[src/verilog/gpc_pkg.sv]
// Constants shared by the general purpose port with change detection.
// Assumes a 32-bit AXI4-Lite register bus and an eight pin port.
`default_nettype none

package gpc_pkg;

    // Register bus widths
    localparam int unsigned GPC_AW = 8;
    localparam int unsigned GPC_DW = 32;

    // Register byte offsets
    localparam logic [7:0] GPC_OFF_PORT     = 8'h00;
    localparam logic [7:0] GPC_OFF_DIR      = 8'h04;
    localparam logic [7:0] GPC_OFF_LATCH    = 8'h08;
    localparam logic [7:0] GPC_OFF_CTRL     = 8'h0c;
    localparam logic [7:0] GPC_OFF_IRQ_STAT = 8'h10;
    localparam logic [7:0] GPC_OFF_IRQ_MASK = 8'h14;
    localparam logic [7:0] GPC_OFF_MOVE     = 8'h18;
    localparam logic [7:0] GPC_OFF_SNAP     = 8'h1c;

    // Field positions
    localparam int unsigned GPC_CTRL_PUDN_BIT = 0;
    localparam int unsigned GPC_CTRL_CIE_BIT  = 1;
    localparam int unsigned GPC_IRQ_CHG_BIT   = 0;
    localparam int unsigned GPC_STAT_MIS_BIT  = 1;
    localparam int unsigned GPC_CHG_LSB       = 4;
    localparam int unsigned GPC_CHG_PINS      = 4;

    // Reset values
    localparam logic [7:0] GPC_DIR_RST   = 8'hff;
    localparam logic [7:0] GPC_LATCH_RST = 8'h00;
    localparam logic [1:0] GPC_CTRL_RST  = 2'h1;
    localparam logic       GPC_IRQ_RST   = 1'h0;

    // AXI responses
    localparam logic [1:0] GPC_RESP_OKAY   = 2'h0;
    localparam logic [1:0] GPC_RESP_SLVERR = 2'h2;

    typedef enum {
        GPC_REG_PORT,
        GPC_REG_DIR,
        GPC_REG_LATCH,
        GPC_REG_CTRL,
        GPC_REG_IRQ_STAT,
        GPC_REG_IRQ_MASK,
        GPC_REG_MOVE,
        GPC_REG_SNAP,
        GPC_REG_NONE
    } gpc_reg_e;

endpackage

`default_nettype wire

[src/verilog/gpc_sync.sv]
// Two flip-flop synchroniser for a vector of pad inputs.
// Assumes the inputs are asynchronous to clk_i.
`default_nettype none

module gpc_sync #(
    parameter int unsigned WIDTH = 8
) (
    input  wire logic             clk_i,
    input  wire logic             rst_n_i,
    input  wire logic [WIDTH-1:0] async_i,
    output var  logic [WIDTH-1:0] sync_o
);

    logic [WIDTH-1:0] meta_q;

    // Only the second stage reads the first
    always_ff @(posedge clk_i)
    begin
        if (!rst_n_i)
        begin
            meta_q <= '0;
            sync_o <= '0;
        end
        else
        begin
            meta_q <= async_i;
            sync_o <= meta_q;
        end
    end

endmodule

`default_nettype wire

[src/verilog/gpc_change_det.sv]
// Change detector for the upper pins against a snapshot.
// Assumes synchronised pins and a one-cycle capture strobe.
`default_nettype none

module gpc_change_det #(
    parameter int unsigned WIDTH = 4
) (
    input  wire logic             clk_i,
    input  wire logic             rst_n_i,
    input  wire logic [WIDTH-1:0] pins_i,
    input  wire logic [WIDTH-1:0] is_input_i,
    input  wire logic             capture_i,
    output var  logic [WIDTH-1:0] snap_o,
    output var  logic             mismatch_o
);

    logic [WIDTH-1:0] diff;

    // Snapshot taken on each port access
    always_ff @(posedge clk_i)
    begin
        if (!rst_n_i)
        begin
            snap_o <= '0;
        end
        else if (capture_i)
        begin
            snap_o <= pins_i;
        end
    end

    // Output pins excluded from the compare
    assign diff = (pins_i ^ snap_o) & is_input_i;

    // Per-pin mismatches ORed, cleared on capture
    always_ff @(posedge clk_i)
    begin
        if (!rst_n_i)
        begin
            mismatch_o <= 1'b0;
        end
        else
        begin
            mismatch_o <= (|diff) & ~capture_i;
        end
    end

endmodule

`default_nettype wire

[src/verilog/gpc_port.sv]
// Eight pin bidirectional port with pull-ups and change interrupt.
// Assumes an AXI4-Lite master on clk_i and asynchronous pads.
//
// What this block does
// - Direction one tristates pin, zero drives latch
// - Latch register reads back latch, not pins
// - One active-low bit enables all pull-ups
// - Output pins never get a pull-up
// - Pull-ups disabled after reset
// - Only upper input pins are compared
// - Compare against snapshot from last port read or write
// - Upper mismatches ORed into change flag
// - Change interrupt can wake from sleep
// - Port access ends mismatch, except move alias
// - Mismatch keeps setting flag until port read or write
`default_nettype none

module gpc_port #(
    parameter int unsigned PINS = 8
) (
    input  wire logic                      clk_i,
    input  wire logic                      rst_n_i,
    // AXI4-Lite write address
    input  wire logic [gpc_pkg::GPC_AW-1:0] s_axi_awaddr_i,
    input  wire logic                      s_axi_awvalid_i,
    output var  logic                      s_axi_awready_o,
    // AXI4-Lite write data
    input  wire logic [gpc_pkg::GPC_DW-1:0] s_axi_wdata_i,
    input  wire logic [3:0]                s_axi_wstrb_i,
    input  wire logic                      s_axi_wvalid_i,
    output var  logic                      s_axi_wready_o,
    // AXI4-Lite write response
    output var  logic [1:0]                s_axi_bresp_o,
    output var  logic                      s_axi_bvalid_o,
    input  wire logic                      s_axi_bready_i,
    // AXI4-Lite read address
    input  wire logic [gpc_pkg::GPC_AW-1:0] s_axi_araddr_i,
    input  wire logic                      s_axi_arvalid_i,
    output var  logic                      s_axi_arready_o,
    // AXI4-Lite read data
    output var  logic [gpc_pkg::GPC_DW-1:0] s_axi_rdata_o,
    output var  logic [1:0]                s_axi_rresp_o,
    output var  logic                      s_axi_rvalid_o,
    input  wire logic                      s_axi_rready_i,
    // Pads
    input  wire logic [PINS-1:0]           pin_i,
    output var  logic [PINS-1:0]           pin_o,
    output var  logic [PINS-1:0]           pin_oe_o,
    output var  logic [PINS-1:0]           pullup_en_o,
    // System
    input  wire logic                      sleep_i,
    output var  logic                      wake_o,
    output var  logic                      irq_o
);

    import gpc_pkg::*;

    // Address decode shared by read and write paths
    function automatic gpc_reg_e decode(input logic [GPC_AW-1:0] addr);
        gpc_reg_e sel;
        sel = GPC_REG_NONE;
        if (addr[1:0] == 2'h0)
        begin
            unique case (addr)
                GPC_OFF_PORT:     sel = GPC_REG_PORT;
                GPC_OFF_DIR:      sel = GPC_REG_DIR;
                GPC_OFF_LATCH:    sel = GPC_REG_LATCH;
                GPC_OFF_CTRL:     sel = GPC_REG_CTRL;
                GPC_OFF_IRQ_STAT: sel = GPC_REG_IRQ_STAT;
                GPC_OFF_IRQ_MASK: sel = GPC_REG_IRQ_MASK;
                GPC_OFF_MOVE:     sel = GPC_REG_MOVE;
                GPC_OFF_SNAP:     sel = GPC_REG_SNAP;
                default:          sel = GPC_REG_NONE;
            endcase
        end
        return sel;
    endfunction

    localparam int unsigned HI = GPC_CHG_LSB + GPC_CHG_PINS - 1;

    logic [GPC_AW-1:0]   awaddr_q;
    logic [GPC_DW-1:0]   wdata_q;
    logic [3:0]          wstrb_q;
    logic [PINS-1:0]     dir_q;
    logic [PINS-1:0]     latch_q;
    logic [1:0]          ctrl_q;
    logic                chg_flag_q;
    logic                chg_mask_q;
    logic [PINS-1:0]     pins_sync;
    logic [GPC_CHG_PINS-1:0] snap;
    logic                mismatch;
    logic                wr_en;
    logic                rd_en;
    gpc_reg_e            wr_sel;
    gpc_reg_e            rd_sel;
    logic                capture;
    logic                stat_clr;
    logic                wr_lo;
    logic                port_wr;
    logic                port_rd;
    logic [PINS-1:0]     rd_byte;

    // Pad inputs synchronised before any use
    gpc_sync #(
        .WIDTH   (PINS)
    ) u_sync (
        .clk_i   (clk_i),
        .rst_n_i (rst_n_i),
        .async_i (pin_i),
        .sync_o  (pins_sync)
    );

    assign wr_en  = ~s_axi_awready_o & ~s_axi_wready_o & ~s_axi_bvalid_o;
    assign rd_en  = s_axi_arvalid_i & s_axi_arready_o;
    assign wr_sel = decode(awaddr_q);
    assign rd_sel = decode(s_axi_araddr_i);

    // Low byte lane carries every register
    assign wr_lo  = wr_en & wstrb_q[0];

    // Port register accesses re-capture the snapshot, move alias does not
    assign port_wr = wr_en & (wr_sel == GPC_REG_PORT);
    assign port_rd = rd_en & (rd_sel == GPC_REG_PORT);
    assign capture = port_wr | port_rd;

    gpc_change_det #(
        .WIDTH      (GPC_CHG_PINS)
    ) u_chg (
        .clk_i      (clk_i),
        .rst_n_i    (rst_n_i),
        .pins_i     (pins_sync[HI:GPC_CHG_LSB]),
        .is_input_i (dir_q[HI:GPC_CHG_LSB]),
        .capture_i  (capture),
        .snap_o     (snap),
        .mismatch_o (mismatch)
    );

    // Write address channel
    always_ff @(posedge clk_i)
    begin
        if (!rst_n_i)
        begin
            s_axi_awready_o <= 1'b1;
            awaddr_q        <= '0;
        end
        else if (s_axi_awvalid_i && s_axi_awready_o)
        begin
            s_axi_awready_o <= 1'b0;
            awaddr_q        <= s_axi_awaddr_i;
        end
        else if (s_axi_bvalid_o && s_axi_bready_i)
        begin
            s_axi_awready_o <= 1'b1;
        end
    end

    // Write data channel
    always_ff @(posedge clk_i)
    begin
        if (!rst_n_i)
        begin
            s_axi_wready_o <= 1'b1;
            wdata_q        <= '0;
            wstrb_q        <= '0;
        end
        else if (s_axi_wvalid_i && s_axi_wready_o)
        begin
            s_axi_wready_o <= 1'b0;
            wdata_q        <= s_axi_wdata_i;
            wstrb_q        <= s_axi_wstrb_i;
        end
        else if (s_axi_bvalid_o && s_axi_bready_i)
        begin
            s_axi_wready_o <= 1'b1;
        end
    end

    // Write response
    always_ff @(posedge clk_i)
    begin
        if (!rst_n_i)
        begin
            s_axi_bvalid_o <= 1'b0;
            s_axi_bresp_o  <= GPC_RESP_OKAY;
        end
        else if (wr_en)
        begin
            s_axi_bvalid_o <= 1'b1;
            s_axi_bresp_o  <= (wr_sel == GPC_REG_NONE) ? GPC_RESP_SLVERR : GPC_RESP_OKAY;
        end
        else if (s_axi_bready_i)
        begin
            s_axi_bvalid_o <= 1'b0;
        end
    end

    // Direction register
    always_ff @(posedge clk_i)
    begin
        if (!rst_n_i)
        begin
            dir_q <= GPC_DIR_RST;
        end
        else if (wr_lo && wr_sel == GPC_REG_DIR)
        begin
            dir_q <= wdata_q[PINS-1:0];
        end
    end

    // Output latch, written through port, latch or move alias
    always_ff @(posedge clk_i)
    begin
        if (!rst_n_i)
        begin
            latch_q <= GPC_LATCH_RST;
        end
        else if (wr_lo
                 && (wr_sel == GPC_REG_PORT || wr_sel == GPC_REG_LATCH
                     || wr_sel == GPC_REG_MOVE))
        begin
            latch_q <= wdata_q[PINS-1:0];
        end
    end

    // Control: pull-up disable and change enable
    always_ff @(posedge clk_i)
    begin
        if (!rst_n_i)
        begin
            ctrl_q <= GPC_CTRL_RST;
        end
        else if (wr_lo && wr_sel == GPC_REG_CTRL)
        begin
            ctrl_q <= wdata_q[1:0];
        end
    end

    // Interrupt mask
    always_ff @(posedge clk_i)
    begin
        if (!rst_n_i)
        begin
            chg_mask_q <= GPC_IRQ_RST;
        end
        else if (wr_lo && wr_sel == GPC_REG_IRQ_MASK)
        begin
            chg_mask_q <= wdata_q[GPC_IRQ_CHG_BIT];
        end
    end

    assign stat_clr = wr_lo & (wr_sel == GPC_REG_IRQ_STAT) & wdata_q[GPC_IRQ_CHG_BIT];

    // Sticky change flag, set wins over write-one-to-clear
    always_ff @(posedge clk_i)
    begin
        if (!rst_n_i)
        begin
            chg_flag_q <= GPC_IRQ_RST;
        end
        else if (mismatch)
        begin
            chg_flag_q <= 1'b1;
        end
        else if (stat_clr)
        begin
            chg_flag_q <= 1'b0;
        end
    end

    // Interrupt request gated by enable and mask, wake by sleep and enable
    always_ff @(posedge clk_i)
    begin
        if (!rst_n_i)
        begin
            irq_o  <= 1'b0;
            wake_o <= 1'b0;
        end
        else
        begin
            irq_o  <= chg_flag_q & chg_mask_q & ctrl_q[GPC_CTRL_CIE_BIT];
            wake_o <= sleep_i & chg_flag_q & ctrl_q[GPC_CTRL_CIE_BIT];
        end
    end

    // Pad drive
    always_ff @(posedge clk_i)
    begin
        if (!rst_n_i)
        begin
            pin_o       <= GPC_LATCH_RST;
            pin_oe_o    <= ~GPC_DIR_RST;
            pullup_en_o <= '0;
        end
        else
        begin
            pin_o       <= latch_q;
            pin_oe_o    <= ~dir_q;
            pullup_en_o <= {PINS{~ctrl_q[GPC_CTRL_PUDN_BIT]}} & dir_q;
        end
    end

    // Read data mux
    always_comb
    begin
        rd_byte = '0;
        unique case (rd_sel)
            GPC_REG_PORT:     rd_byte = pins_sync;
            GPC_REG_MOVE:     rd_byte = pins_sync;
            GPC_REG_DIR:      rd_byte = dir_q;
            GPC_REG_LATCH:    rd_byte = latch_q;
            GPC_REG_CTRL:     rd_byte = {{(PINS-2){1'b0}}, ctrl_q};
            GPC_REG_IRQ_STAT: rd_byte = {{(PINS-2){1'b0}}, mismatch, chg_flag_q};
            GPC_REG_IRQ_MASK: rd_byte = {{(PINS-1){1'b0}}, chg_mask_q};
            GPC_REG_SNAP:     rd_byte = {snap, {GPC_CHG_LSB{1'b0}}};
            GPC_REG_NONE:     rd_byte = '0;
        endcase
    end

    // Read channel
    always_ff @(posedge clk_i)
    begin
        if (!rst_n_i)
        begin
            s_axi_arready_o <= 1'b1;
            s_axi_rvalid_o  <= 1'b0;
            s_axi_rdata_o   <= '0;
            s_axi_rresp_o   <= GPC_RESP_OKAY;
        end
        else if (rd_en)
        begin
            s_axi_arready_o <= 1'b0;
            s_axi_rvalid_o  <= 1'b1;
            s_axi_rdata_o   <= {{(GPC_DW-PINS){1'b0}}, rd_byte};
            s_axi_rresp_o   <= (rd_sel == GPC_REG_NONE) ? GPC_RESP_SLVERR : GPC_RESP_OKAY;
        end
        else if (s_axi_rvalid_o && s_axi_rready_i)
        begin
            s_axi_arready_o <= 1'b1;
            s_axi_rvalid_o  <= 1'b0;
        end
    end

endmodule

`default_nettype wire

[config.mk]
export PLATFORM = sky130hd
export DESIGN_NAME = gpc_port
export DESIGN_NICKNAME = d
export VERILOG_FILES = /design/src/verilog/gpc_pkg.sv /design/src/verilog/gpc_sync.sv /design/src/verilog/gpc_change_det.sv /design/src/verilog/gpc_port.sv
export SDC_FILE = /design/constraint.sdc
export NUM_CORES = 1
export LEC_CHECK = 0
export BUFFER_PORTS_ARGS = -buffer_cell sky130_fd_sc_hd__buf_2
export CAP_MARGIN = 20
export CORE_MARGIN = 5
export CORE_UTILIZATION = 45
export CTS_CLUSTER_DIAMETER = 120
export CTS_CLUSTER_SIZE = 30
export DETAILED_ROUTE_END_ITERATION = 16
export HOLD_SLACK_MARGIN = 0.06
export PLACE_DENSITY_LB_ADDON = 0.2
export SETUP_SLACK_MARGIN = 0.02
export SLEW_MARGIN = 20
export SYNTH_ARGS = -nofsm -noshare
export SYNTH_HDL_FRONTEND = slang
export SYNTH_SLANG_ARGS = --single-unit
[constraint.sdc]
create_clock -name clk_i -period 3.4 [get_ports clk_i]
set_clock_uncertainty 0.1 [all_clocks]
set_input_delay 0.68 -clock clk_i [delete_from_list [all_inputs] [get_ports clk_i]]
set_output_delay 0.68 -clock clk_i [all_outputs]
set_load 0.01 [all_outputs]
==> flow_summary_export.csv <==
group,metric,value,unit
power_and_ir_drop,ir_drop,0.229,mV
clock_tree,cts_resized,0,
critical_path,critPathKind,"reg -> reg",
power_and_ir_drop,power.share.sequential,56.7,%
drt,wirelength,8.66,mm
critical_path,crit_path_max_fanout,15,
hold_path,holdCritPathClass,"reg -> reg",
critical_path,cpMaxStageDelayCell,"nand4_1",
placed_design,dp_cells,600,
die,num_rows,34,
sta,clock.fmax,470,MHz
synth,async_flop_share,0,%
clock_tree,cts_setup_buffers,0,
synth,synth_flop_cell,"dfxtp_1",
clock_tree,clkTransAtPathRegs,0.10,ns
drt,vias_per_cell,4.95,
synth,synth.avg_cell_area,9.30,um^2
placed_design,gp_congestion,0.803,
cells_and_area,layout-drive-gt1-share,20.7,%
run,max_cap_viol_count,0,
power_and_ir_drop,power_density,485,mW/mm^2
clock_tree,hold_buffers,0,
synth,synth_warnings,0,
power_and_ir_drop,p_int,1.68,mW
placed_design,io_buffers,81,
die,die_h,105,um
global_route,gr-usage-all-layers,16.1,%
clock_tree,cts_tree,"built",
critical_path,cp_cell_sequence,"nor4_2, nand4_1, nor3b_1, a21oi_1",
synth,ys_types,48,
placed_design,post-place-ws,1.13,ns
critical_path,cp-start-kind,"flip-flop",
synth,yosysSeqAreaShare,51.3,%
clock_tree,worstSkewPairLatency,0.36,ns
clock_tree,cts_inserted_buffers,9,
critical_path,crit_start,"s_axi_bvalid_o$_SDFFE_PN0P_",
critical_path,reg2reg_depth,4,
cells_and_area,regArea,0.00206,mm^2
sta,min_period,2.13,ns
global_route,grt_max_degree,47,
drt,first_iter_violations,112,
clock_tree,clock-sinks,103,
clock_tree,htree_levels,3,
cells_and_area,syn_to_final_growth,14.5,%
critical_path,cp-endpoint,"dir_q[7]$_SDFFE_PN1P_",
placed_design,dpl.hpwl,6.39,mm
drt,vias,3050,
critical_path,endpoint_kind,"flip-flop",
synth,syn_area,0.00402,mm^2
critical_path,cp_top_family,"simple AND/OR/NAND/NOR gates",
critical_path,cp_slowest_stage_delay,0.62,ns
sta,setup_ws,1.27,ns
sta,fin_tns_setup,0,ns
cells_and_area,final_cells,616,
power_and_ir_drop,p_leak,2.02,nW
die,die_w,105,um
cells_and_area,final_nets,571,
global_route,grt_pass1_vias,2981,
synth,ys_ff_latch,103,
cells_and_area,diodes,0,
power_and_ir_drop,total_power,2.23,mW
sta,slew_headroom,54.0,%
critical_path,cp.arrival,2.26,ns
critical_path,required,3.53,ns
cells_and_area,multiInputGateArea,0.00175,mm^2
sta,rsz0062_at_grt,"false",
critical_path,r2r_start,"s_axi_bvalid_o$_SDFFE_PN0P_",
sta,worst_slew_pin_slew,0.690,ns
power_and_ir_drop,clkPwrFrac,35.5,%
sta,hold_viol_final,0,
global_route,grt_pass1_wl,14.5,mm
power_and_ir_drop,p_switching,0.551,mW
critical_path,r2r_slack,1.27,ns
global_route,grt_antenna_before_repair,0,
critical_path,cp_num_cells,4,
drt,drt_pass1_iterations,4,
synth,synth_edf_count,0,
power_and_ir_drop,combinationalPowerShare,7.9,%
die,die_area,0.0109,mm^2
sta,post-route-period-util,62.6,%
cells_and_area,fill_cells,810,
die,initial_core_util,46.1,%
clock_tree,cts_root_buf,"clkbuf_8",
critical_path,timing.critical_path.buf_inv,0,
critical_path,timing.rr.end,"dir_q[7]$_SDFFE_PN1P_",
run_status,status,"finished, final reports clean",
drt,post_drt_wl_per_cell,14.1,um
global_route,overflow,0,
sta,setup_violations,0,
drt,ant_nets,0,
die,io_pins,135,
power_and_ir_drop,sw_frac_of_total,24.7,%
sta,slew_viol_final,0,
clock_tree,clk_path_buf_depth,2,
die,coreArea,0.00872,mm^2
synth,netlist_instances,432,
drt,drc_errors,0,
metrics by stage:
stage               hold WS (ns)  utilization, %  area, um^2
floorplan                  0.312               -        4110
global placement           0.320            50.4        4400
detailed placement         0.318            50.4        4400
CTS                        0.341            52.8        4600
global route               0.363            52.8        4600
finish                     0.339            52.8        4600
worst reg2reg max path, delay by kind of cell (launching register included):
| kind | cells | cell delay, ns |
|---|---|---|
| simple gates | 3 | 1.45 |
| flops | 1 | 0.39 |
| compound gates | 1 | 0.06 |
layout by cell type (no fill, tap or decap), types with 3 or more instances in the layout:
| cell | count |
|---|---|
| o31ai_1 | 8 |
| nor2_1 | 11 |
| nor3_1 | 7 |
| nor3b_1 | 10 |
| dfxtp_1 | 103 |
| o31a_1 | 4 |
| a21boi_0 | 18 |
| conb_1 | 26 |
| inv_1 | 4 |
| buf_2 | 81 |
| nor2b_1 | 23 |
| nand3_1 | 3 |
| mux2i_1 | 8 |
| o21ai_0 | 17 |
| clkbuf_8 | 10 |
| nand2b_1 | 3 |
| xor2_1 | 4 |
| a21oi_1 | 14 |
| nand2_1 | 72 |
| o221ai_1 | 6 |
| and2_1 | 36 |
cell type report:
| cell class | instances | area share, % |
|---|---|---|
| clock inverters | 5 | 1.39 |
| well taps | 108 | 2.94 |
| flip-flops and latches | 103 | 44.8 |
| clock buffers | 11 | 3.07 |
| repair buffers | 82 | 9.25 |
| inverters | 5 | 0.408 |
| multi-input cells | 302 | 38.1 |
power groups by stage:
stage	combinational [mW]	clock, mW	sequential [mW]
finish	0.175	0.792	1.27
global placement	0.171	0	1.29
CTS	0.176	0.815	1.27
global route	0.198	0.871	1.27
detailed placement	0.175	0	1.29
floorplan	0.141	0	1.29
worst min-delay path by stage:
stage	from	to	slack, ns	depth (start not counted)
global route	u_sync.meta_q[6]$_SDFF_PN0_	u_sync.sync_o[6]$_SDFF_PN0_	0.36	1
finish	u_sync.meta_q[7]$_SDFF_PN0_	u_sync.sync_o[7]$_SDFF_PN0_	0.34	1
detailed placement	u_sync.meta_q[7]$_SDFF_PN0_	u_sync.sync_o[7]$_SDFF_PN0_	0.32	1
CTS	u_sync.meta_q[7]$_SDFF_PN0_	u_sync.sync_o[7]$_SDFF_PN0_	0.34	1
global placement	u_sync.meta_q[0]$_SDFF_PN0_	u_sync.sync_o[0]$_SDFF_PN0_	0.32	1
floorplan	u_sync.meta_q[0]$_SDFF_PN0_	u_sync.sync_o[0]$_SDFF_PN0_	0.31	1
cells by family (layout without fill, tap and decap cells):
family	Yosys count	count (layout)	share of synthesized area (%)
simple gates	183	183	24.4
buf+inv	52	103	7.38
xor+xnor	4	4	0.872
compound gates	80	80	13.6
mux	9	9	2.27
other cells	1	26	0.0933
flops	103	103	51.3
flip-flops by register name (all words and copies together), names as in the netlist, 2 cells and up, named ones only:
| signal | flops |
|---|---|
| awaddr_q | 8 |
| ctrl_q | 2 |
| dir_q | 8 |
| latch_q | 8 |
| pin_o | 8 |
| pin_oe_o | 8 |
| pullup_en_o | 8 |
| s_axi_rdata_o | 8 |
| u_chg.snap_o | 4 |
| u_sync.meta_q | 8 |
| u_sync.sync_o | 8 |
| wdata_q | 8 |
routing by layer:
layer | GRT usage, % | share of wire [%]
met1 | 20.0 | 44
met2 | 27.0 | 48
met3 | 3.91 | 6.4
met4 | 6.20 | 1.9
met5 | 0 | 0
synthesized netlist by cell type, types with 3 or more instances:
master | instances | area, um^2
o21ai_0 | 17 | 85.1
o31ai_1 | 8 | 60.1
clkbuf_1 | 17 | 63.8
inv_1 | 4 | 15.0
a21oi_1 | 14 | 70.1
buf_4 | 26 | 195
o221ai_1 | 6 | 52.6
nand2_1 | 72 | 270
a21boi_0 | 18 | 135
dfxtp_1 | 103 | 2060
mux2i_1 | 8 | 80.1
nor2b_1 | 23 | 144
nand2b_1 | 3 | 18.8
nor3b_1 | 10 | 75.1
xor2_1 | 4 | 35.0
nor2_1 | 11 | 41.3
o31a_1 | 4 | 35.0
nor3_1 | 7 | 35.0
nand3_1 | 3 | 15.0
buf_2 | 3 | 15.0
and2_1 | 36 | 225
(Power assumes the default switching activity.)
